**config.mk**
```make
export PLATFORM = sky130hd
export DESIGN_NAME = e3_performance_monitor_regs
export DESIGN_NICKNAME = d
export VERILOG_FILES = /design/src/include/e3_performance_monitor_pkg.sv /design/src/design/e3_performance_monitor_regs.sv /design/src/design/saturating_counter.sv
export VERILOG_INCLUDE_DIRS = /design/src /design/src/include
export SDC_FILE = /design/constraint.sdc
export NUM_CORES = 1
export LEC_CHECK = 0
export ABC_AREA = 1
export CORE_MARGIN = 2
export CORE_UTILIZATION = 52
export CTS_BUF_LIST = sky130_fd_sc_hd__clkbuf_8
export CTS_CLUSTER_DIAMETER = 200
export CTS_CLUSTER_SIZE = 25
export DETAILED_ROUTE_END_ITERATION = 7
export DONT_BUFFER_PORTS = 1
export GPL_TIMING_DRIVEN = 0
export PLACE_DENSITY = 0.72
export SLEW_MARGIN = 20
export SYNTH_ARGS = -nofsm -noshare
export SYNTH_HDL_FRONTEND = slang
export SYNTH_SLANG_ARGS = --single-unit
```
**constraint.sdc**
```tcl
create_clock -name clk -period 4 [get_ports clk]
set_input_delay 0.2 -clock clk [delete_from_list [all_inputs] [get_ports clk]]
set_output_delay 0.2 -clock clk [all_outputs]
set_load 0.005 [all_outputs]
```
**src/include/e3_performance_monitor_consts.svh**
```systemverilog
// constants for the e3 error insertion and performance counter block
// assumes inclusion by bare name from design and bench files
`ifndef E3_PERFORMANCE_MONITOR_CONSTS_SVH
`define E3_PERFORMANCE_MONITOR_CONSTS_SVH

// ----------------------------------------
// register offsets
// ----------------------------------------
`define OFS_ALIGN_UPPER_MASK 8'h48
`define OFS_ALIGN_LOWER_MASK 8'h49
`define OFS_PARITY_MASK      8'h4a
`define OFS_LINE_CODE_HIGH 8'h50
`define OFS_LINE_CODE_LOW 8'h51
`define OFS_FRAMING_HIGH     8'h52
`define OFS_FRAMING_LOW      8'h53
`define OFS_PARITY_HIGH      8'h54
`define OFS_PARITY_LOW       8'h55
`define OFS_HOLDING          8'h6c

// ----------------------------------------
// field widths, reset values
// ----------------------------------------
`define ALIGN_MASK_W   5
`define PARITY_MASK_W  4
`define MASK_RESET     8'h00
`define COUNT_RESET    16'h0000
`define COUNT_MAX      16'hffff
`define COUNTER_NUM    3

`endif

```
**src/include/e3_performance_monitor_pkg.sv**
```systemverilog
// types for the e3 error insertion and performance counter block
// assumes e3_performance_monitor_consts.svh supplies the widths
`include "e3_performance_monitor_consts.svh"

package e3_performance_monitor_pkg;

   // ----------------------------------------
   // host bus request
   // ----------------------------------------
   typedef struct packed {
      logic       rd;
      logic       wr;
      logic [7:0] addr;
      logic [7:0] wdata;
   } host_req_type;

   // ----------------------------------------
   // transmit overhead in and out
   // ----------------------------------------
   typedef struct packed {
      logic [`ALIGN_MASK_W-1:0] align_upper;
      logic [`ALIGN_MASK_W-1:0] align_lower;
      logic [`PARITY_MASK_W-1:0] parity_nibble;
   } tx_overhead_type;

   // ----------------------------------------
   // receive error events, one cycle each
   // ----------------------------------------
   typedef struct packed {
      logic line_code_violation;
      logic framing_error;
      logic parity_error;
   } rx_event_type;

endpackage

```
**src/design/e3_performance_monitor_regs.sv**
```systemverilog
// error insertion masks and cleared_by_read performance counters
// assumes a synchronous 8-bit host bus and one-cycle receive events on clk
`timescale 1ns/1ps

`include "e3_performance_monitor_consts.svh"

// Notes on behaviour
// - xor upper alignment bits with upper mask
// - xor lower alignment bits with lower mask
// - xor computed parity nibble with parity mask
// - parity mask ignored while insertion is off
// - 16-bit line code violation count, high first
// - 16-bit framing error count, two bytes
// - 16-bit parity error count, two bytes
// - counter bytes read-only, clear on read
// - first byte read clears counter, holds other
module e3_performance_monitor_regs (
   input wire logic clk,
   input wire logic nrst,
   input wire e3_performance_monitor_pkg::host_req_type host_req,
   input wire logic parity_nibble_insert_on,
   input wire e3_performance_monitor_pkg::tx_overhead_type tx_in,
   input wire e3_performance_monitor_pkg::rx_event_type rx_events,
   output logic [7:0] rdata,
   output e3_performance_monitor_pkg::tx_overhead_type tx_out
);

   // ----------------------------------------
   // reset release
   // ----------------------------------------
   logic rst_meta_reg;
   logic rst_n;

   // two flops release reset synchronously
   always_ff @(posedge clk or negedge nrst) begin
      if (!nrst) begin
         rst_meta_reg <= 1'b0;
         rst_n <= 1'b0;
      end else begin
         rst_meta_reg <= 1'b1;
         rst_n <= rst_meta_reg;
      end
   end

   // ----------------------------------------
   // mask registers
   // ----------------------------------------
   logic [`ALIGN_MASK_W-1:0] align_upper_xor_pattern_reg;
   logic [`ALIGN_MASK_W-1:0] align_lower_xor_pattern_reg;
   logic [`PARITY_MASK_W-1:0] parity_nibble_xor_pattern_reg;

   // write strobes
   wire logic wr_upper = host_req.wr && (host_req.addr == `OFS_ALIGN_UPPER_MASK);
   wire logic wr_lower = host_req.wr && (host_req.addr == `OFS_ALIGN_LOWER_MASK);
   wire logic wr_parity = host_req.wr && (host_req.addr == `OFS_PARITY_MASK);

   // mask storage, reserved bits not kept
   always_ff @(posedge clk or negedge rst_n) begin
      if (!rst_n) begin
         align_upper_xor_pattern_reg <= `ALIGN_MASK_W'(`MASK_RESET);
         align_lower_xor_pattern_reg <= `ALIGN_MASK_W'(`MASK_RESET);
         parity_nibble_xor_pattern_reg <= `PARITY_MASK_W'(`MASK_RESET);
      end else begin
         if (wr_upper) begin
            align_upper_xor_pattern_reg <= host_req.wdata[`ALIGN_MASK_W-1:0];
         end
         if (wr_lower) begin
            align_lower_xor_pattern_reg <= host_req.wdata[`ALIGN_MASK_W-1:0];
         end
         if (wr_parity) begin
            parity_nibble_xor_pattern_reg <= host_req.wdata[`PARITY_MASK_W-1:0];
         end
      end
   end

   // ----------------------------------------
   // transmit error insertion
   // ----------------------------------------
   e3_performance_monitor_pkg::tx_overhead_type tx_next;
   wire logic [`PARITY_MASK_W-1:0] parity_mask_used =
      parity_nibble_insert_on ? parity_nibble_xor_pattern_reg : `PARITY_MASK_W'(`MASK_RESET);

   // xor masks onto the outbound overhead
   assign tx_next.align_upper = tx_in.align_upper ^ align_upper_xor_pattern_reg;
   assign tx_next.align_lower = tx_in.align_lower ^ align_lower_xor_pattern_reg;
   assign tx_next.parity_nibble = tx_in.parity_nibble ^ parity_mask_used;

   // registered overhead out
   always_ff @(posedge clk or negedge rst_n) begin
      if (!rst_n) begin
         tx_out <= '0;
      end else begin
         tx_out <= tx_next;
      end
   end

   // ----------------------------------------
   // performance counters
   // ----------------------------------------
   // index 0 line code, 1 framing, 2 parity; address pair = base + 2*index
   function automatic logic hits_counter(input logic [7:0] addr, input int idx);
      logic [7:0] base;
      base = 8'(`OFS_LINE_CODE_HIGH + 2 * idx);
      return (addr[7:1] == base[7:1]);
   endfunction

   wire logic [`COUNTER_NUM-1:0] events = {rx_events.parity_error, rx_events.framing_error,
                                           rx_events.line_code_violation};
   logic [15:0] counts [`COUNTER_NUM];
   logic [`COUNTER_NUM-1:0] clears;

   genvar g;
   generate
      for (g = 0; g < `COUNTER_NUM; g++) begin : g_count
         // first byte read of the pair clears the whole count
         assign clears[g] = host_req.rd && hits_counter(host_req.addr, g);
         saturating_counter #(.WIDTH(16)) u_count (
            .clk(clk),
            .rst_n(rst_n),
            .event_pulse(events[g]),
            .clear(clears[g]),
            .count(counts[g])
         );
      end
   endgenerate

   // ----------------------------------------
   // read decode
   // ----------------------------------------
   logic [7:0] holding_reg;
   wire logic [1:0] sel = (host_req.addr[7:1] == (`OFS_LINE_CODE_HIGH >> 1)) ? 2'd0 :
                          (host_req.addr[7:1] == (`OFS_FRAMING_HIGH >> 1)) ? 2'd1 : 2'd2;
   wire logic counter_hit = |clears;
   wire logic [15:0] sel_count = counts[sel];
   wire logic low_byte = host_req.addr[0];
   // byte read now, and the other byte kept for the second access
   wire logic [7:0] count_byte = low_byte ? sel_count[7:0] : sel_count[15:8];
   wire logic [7:0] other_byte = low_byte ? sel_count[15:8] : sel_count[7:0];
   wire logic hold_hit = host_req.rd && (host_req.addr == `OFS_HOLDING);
   wire logic [7:0] rdata_next =
      counter_hit ? count_byte :
      hold_hit ? holding_reg :
      (host_req.addr == `OFS_ALIGN_UPPER_MASK) ? 8'({align_upper_xor_pattern_reg}) :
      (host_req.addr == `OFS_ALIGN_LOWER_MASK) ? 8'({align_lower_xor_pattern_reg}) :
      (host_req.addr == `OFS_PARITY_MASK) ? 8'({parity_nibble_xor_pattern_reg}) : 8'h00;

   // read data and holding byte; holding clears on its own read
   always_ff @(posedge clk or negedge rst_n) begin
      if (!rst_n) begin
         rdata <= 8'h00;
         holding_reg <= 8'h00;
      end else begin
         if (host_req.rd) begin
            rdata <= rdata_next;
         end
         if (counter_hit) begin
            holding_reg <= other_byte;
         end else if (hold_hit) begin
            holding_reg <= 8'h00;
         end
      end
   end

endmodule

```
**src/design/saturating_counter.sv**
```systemverilog
// one 16-bit event counter that saturates and clears on a host read
// assumes event and clear are one-cycle pulses on clk
`timescale 1ns/1ps

`include "e3_performance_monitor_consts.svh"

module saturating_counter #(
   parameter int WIDTH = 16
) (
   input wire logic clk,
   input wire logic rst_n,
   input wire logic event_pulse,
   input wire logic clear,
   output logic [WIDTH-1:0] count
);

   // ----------------------------------------
   // next value
   // ----------------------------------------
   // clear drops the old total; an event in the same cycle is counted
   wire logic at_max = (count == WIDTH'(`COUNT_MAX));
   wire logic [WIDTH-1:0] base = clear ? WIDTH'(`COUNT_RESET) : count;
   wire logic [WIDTH-1:0] count_next = (event_pulse && !(at_max && !clear)) ?
      WIDTH'(base + WIDTH'(1)) : base;

   // counter register
   always_ff @(posedge clk or negedge rst_n) begin
      if (!rst_n) begin
         count <= WIDTH'(`COUNT_RESET);
      end else begin
         count <= count_next;
      end
   end

endmodule

```
# Word level (Yosys, flattened, before mapping)
# Index checks and enable logic that the tools add are counted.
[op_classes]
add_sub_neg = 3
magnitude_cmp = 1
eq_ne = 10
n_mux = 21
n_bitwise = 4
reduce_logical = 21
[op_table]
columns = ["op", "count"]
rows = [
  ["2-to-1 mux 16 bit", 8],
  ["adder 16 x 1 -> 16 bit (second input constant)", 3],
  ["equality test 16 bit (second input constant)", 3],
  ["2-to-1 mux 8 bit", 6],
  ["binary-select mux 16 bit (select 2 bit)", 1],
  ["equality test 8 x 7 -> 1 bit (second input constant)", 4],
  ["equality test 7 x 6 -> 1 bit (second input constant)", 3],
  ["logical AND 1 bit", 13],
  ["2-to-1 mux 5 bit", 2],
  ["XOR 5 bit", 2],
  ["2-to-1 mux 4 bit", 2],
  ["logical NOT 1 bit", 6],
  ["2-to-1 mux 2 bit", 2],
  ["XOR 4 bit", 1],
  ["greater-or-equal comparator 3 bit (second input constant)", 1],
  ["inverter 2 -> 3 bit", 1],
  ["OR reduction 3 bit", 1],
  ["nonzero test 2 bit", 1],
]
[word_totals]
regBits = 94
in_bits = 38
output_inout_bits = 22
word_cells = 73

# Logic depth before layout (Yosys ltp)
[depth]
ltp_word = 9
ltp_mapped = 19
depth_no_buf = 17

# Hierarchy
# A second synthesis with hierarchy kept.
[hier_totals]
hier_cells = 896
area_unflattened_um2 = 6506.2
[modules_own_cells]
columns = ["module", "n_inst", "cells_per_inst", "area_each_um2", "seq_area_each_um2"]
rows = [
  ["e3_performance_monitor_regs", 1, 362, 2874.0, 1151.1],
  ["saturating_counter at g_count[0].u_count ...", 2, 177, 1199.9, 400.4],
  ["saturating_counter at g_count[2].u_count", 1, 180, 1232.4, 400.4],
]

# Worst setup path after synthesis
# Ideal clock, no wire load.
[synth_path]
kind = "input -> register"
start = "input host_req[15] (netlist name)"
end = "register g_count[1].u_count.count[12]"
setup_time_ps = 121
t_arrival_ps = 2003
t_required_ps = 3879
setup_slack_ps = 1876
stages = 18
n_path_buf = 2
path_cell_list = "inv_2 nand2_2 nor2_8 nand3_4 buf_2 buf_2 nand2_1 inv_1 ha_1 inv_1 nor3_1 inv_1 nor2_1 nand2_2 nor2_2 nand2_1 o21bai_1 nand2_1"
[synth_between]
elab_chain_cells = 7
elab_cells_between_ends = 9
cone_classes = "add/sub (1); eq/ne (1); mux (2); reduce/logical (5)"
[synth_rtl]
columns = ["item", "line_no", "rtl"]
rows = [
  ["from (decl)", "e3_performance_monitor_regs.sv:20", "input wire e3_performance_monitor_pkg::host_req_type host_req,"],
  ["equality test 7 x 6 -> 1 bit (*)", "e3_performance_monitor_regs.sv:104", "return (addr[7:1] == base[7:1]);"],
  ["logical AND 1 bit (*)", "e3_performance_monitor_regs.sv:116", "assign clears[g] = host_req.rd && hits_counter(host_req.addr, g);"],
  ["parallel branches: the longest is 4 deep, another holds adder 16 x 1 -> 16 bit", "-", ""],
  ["2-to-1 mux 16 bit (*)", "saturating_counter.sv:23", "wire logic [WIDTH-1:0] count_next = (event_pulse && !(at_max && !clear)) ?"],
  ["named net g_count[1].u_count.count_next[12]", "saturating_counter.sv:23", ""],
  ["to (signal assigned)", "saturating_counter.sv:29", "count <= WIDTH'(`COUNT_RESET);"],
  ["to (signal assigned)", "saturating_counter.sv:31", "count <= count_next;"],
  ["to (decl)", "saturating_counter.sv:14", "output logic [WIDTH-1:0] count"],
]
# Mark *: on every way through the listed nets, which the timed path passes.
# A chain may end at the register's enable or synchronous reset.

# Worst setup path in the final report
# Same ends and word-level chain as after synthesis.

==> impl_metrics.py <==
metrics = {
    "setup_path": {
        "worst-setup-path-type": "in2reg",
        "r2r_slack_ns": 2.12,
        "worst-path-max-fanout": 10,
        "worst-path-buf-inv": 6,
        "path_delay_family": "simple AND/OR/NAND/NOR gates",
        "crit_path_max_incr_delay_ns": 0.27,
        "rr_worst_depth": 12,
        "reg2reg_from": "g_count[1].u_count.count[0]",
        "cp.required_ns": 4.26,
        "crit_chain": "inv_2 > nand2_2 > nor2_8 > nand3_4 > buf_2 > buf_2 > nand2_1 > inv_1 > ha_1 > inv_1 > nor3_1 > inv_1 > nor2_1 > nand2_2 > nor2_2 > nand2_1 > o21bai_1 > nand2_1",
        "start_kind": "input pin",
        "r2r_end": "g_count[1].u_count.count[12]",
        "arrival_ns": 2.41,
        "slowest_stage": "buf_2",
        "cp-end-kind": "flop",
    },
    "yosys": {
        "synth_area_leaders": "dfrtp_1 42%, nand2_1 15%, nand3_1 7.1%",
        "yosysWarnings": 0,
        "yosysTopAreaCell": "dfrtp_1",
        "avgSynthCellArea_um2": 7.504,
        "synth.top_cell.area_share": 0.4248,
        "synth_flop_cell": "dfrtp_1",
        "ys_types": 34,
        "synth_seq_area_share": 0.4248,
        "synth_edf_count": 0,
        "synthCells": 738,
        "netlist_area_um2": 5538,
        "syn_nets": 779,
        "async_flop_share": 1.000,
        "yosys_register_bits": 94,
        "yosysMostFrequentCell": "nand2_1",
        "synth_common_cells": "228 x nand2_1, 94 x dfrtp_1, 79 x nand3_1",
    },
    "global_routing": {
        "grt_max_degree": 34,
        "grt_usage": 0.2570,
        "grt_pass1_vias": 4878,
        "antenna_found_initial": 0,
        "grt_pass1_wl_um": 23300,
        "grt.overflow.total": 0,
    },
    "clock_network": {
        "cts_tree": "built",
        "clkSinkCount": 94,
        "tritoncts.num_buffers": 9,
        "clkTransAtPathRegs_ns": 0.11,
        "cts-root-buf": "clkbuf_8",
        "post_cts_buffers": 0,
        "cts-htree-levels": 3,
        "clock_path_buffers": 2,
        "clkLatencyLatePin_ns": 0.38,
    },
    "sta": {
        "max_freq_mhz": 465.0,
        "timing.final.crit_period_ns": 2.151,
        "clock_skew_ns": 0.01429,
        "worst_pin_slew_ns": 0.8117,
        "fin_tns_setup_ns": 0,
        "slew_viol_final": 0,
        "finalHoldViolations": 0,
        "setup_violations": 0,
        "fin_ws_ns": 1.849,
        "maxSlewHeadroom": 0.4539,
        "rsz0062_at_grt": "false",
        "fin_crit_sh": 0.5376,
    },
    "flow_run": {
        "cap_violations": 0,
    },
    "outcome": {
        "status": "completed",
    },
    "hold_path": {
        "hold_start": "host_req[0]",
        "holdPathEnd": "align_upper_xor_pattern_reg[0]",
        "whs_path_depth": 2,
        "holdCritPathClass": "in2reg",
    },
    "floorplan": {
        "die_x_um": 107.2,
        "start_util": 0.5364,
        "die-area_um2": 11490,
        "rows": 37,
        "die_h_um": 107.2,
        "boundaryPins": 60,
        "coreArea_um2": 10320,
    },
    "power_and_ir_drop": {
        "leakage_uw": 0.002922,
        "pwr-share-comb": 0.220,
        "clkPwrFrac": 0.265,
        "p_int_uw": 1556,
        "p_sw_frac": 0.3569,
        "power_switching_uw": 863.8,
        "power_density_nw_per_um2": 392.2,
        "max-vdd-ir-drop_mv": 0.2046,
        "pwr-share-seq": 0.515,
    },
    "detailed_routing": {
        "met1Wirelength_um": 6089,
        "drtIter0Drc": 283,
        "wl_met3_um": 859,
        "via_count": 5027,
        "routed_wl_um": 14020,
        "routed.top_layer": "met4",
        "wl_met2_um": 6639,
        "antenna_left": 0,
        "drc": 0,
        "drt-wirelength-per-cell_um": 15.34,
        "drt_pre_antenna_iters": 5,
        "via_per_inst": 5.500,
    },
    "finish": {
        "fin_area_um2": 6171,
        "area_growth_pct": 11.43,
        "layout.nets": 814,
        "regArea_um2": 2356,
        "drive_gt1_frac": 0.08355,
        "fillers": 901,
        "n_antenna_cell": 0,
        "largest_register_ffs": 48,
        "top_register": "g_count.u_count.count",
        "reg.largest.list": "g_count.u_count.count x48, tx_out x14",
        "multiInputGateArea_um2": 2795,
    },
    "place": {
        "gp_congestion": 0.9229,
        "preCtsSetupSlack_ns": 1.515,
        "dpl.hpwl_um": 10400,
        "port_buffers": 0,
        "placed_cell_area_um2": 5752,
    },
}
-- placed cells by master, fill, tap and decap left out, types with 8 or more instances in the layout --
cell type | netlist | layout
dlygate4sd3_1 | 0 | 22
o211ai_1 | 24 | 24
buf_2 | 9 | 9
xnor2_1 | 15 | 15
xor2_1 | 28 | 28
nand3_1 | 79 | 79
nand3b_1 | 10 | 10
o21ai_0 | 31 | 31
nor2_1 | 73 | 73
nand2_2 | 8 | 8
nand2_1 | 228 | 228
clkbuf_8 | 0 | 9
dfrtp_1 | 94 | 93
nand4_1 | 12 | 12
inv_1 | 73 | 73
-- repair_timing --
action,in CTS,in global routing
setup endpoints to repair,0,0
hold buffers,22,0
resized for setup,0,0
endpoints found under the hold margin,23,0
-- power groups by stage --
stage / registers (uW) / logic, uW / clock network (uW)
after CTS: 1240 / 526 / 654
final: 1250 / 533 / 641
after global placement: 1270 / 462 / 0
after global routing: 1270 / 610 / 693
after detailed placement: 1260 / 499 / 0
after floorplan: 1210 / 404 / 0
-- worst max path at each step --
stage | start | endpoint | slack, ns | depth (start not counted)
after global routing | host_req[15] | g_count[1].u_count.count[12] | 1.66 | 19
after global placement | rst_n | g_count[1].u_count.count[6] | 0.22 | 0
after floorplan | rst_n | align_lower_xor_pattern_reg[0] | 1.19 | 0
after detailed placement | host_req[15] | g_count[1].u_count.count[12] | 1.52 | 18
final | host_req[15] | g_count[1].u_count.count[12] | 1.85 | 18
after CTS | host_req[15] | g_count[1].u_count.count[12] | 1.91 | 18
-- per-stage QoR --
step           hold WS [ns]    util  std cells  total power (uW)
2_1_floorplan      -0.09559       -        738              1615
3_3_place_gp       -0.09555  0.5529        874              1729
3_5_place_dp       -0.09551  0.5571        876              1759
4_1_cts            0.004894  0.5977        914              2422
5_1_grt            0.009440  0.5977        914              2573
6_report            0.01593  0.5977        914              2420
-- routing by layer --
metal  GRT usage  vias to the layer above
li1            -                     2444
met1      0.3303                     2364
met2      0.4236                      182
met3     0.05471                       37
met4      0.1002                        0
met5           0                        -
-- final cells by class --
class	count	area share
Sequential cell	94	0.3818
Tap cell	136	0.02757
Multi-Input combinational cell	548	0.4530
Inverter	78	0.04745
Buffer	18	0.01582
Clock inverter	7	0.01217
Clock buffer	9	0.02007
Timing Repair Buffer	24	0.04217
-- cell families (layout without fill, tap and decap cells) --
logic type | count (synthesis) | after routing | synth area share
simple gates | 434 | 434 | 0.3525
buf+inv | 96 | 136 | 0.07049
flops | 94 | 94 | 0.4248
compound gates | 67 | 67 | 0.07682
xor+xnor | 43 | 43 | 0.06801
fa+ha+maj | 3 | 3 | 0.006779
other cells | 1 | 1 | 0.0006772
Power figures use the tool's default switching activity.
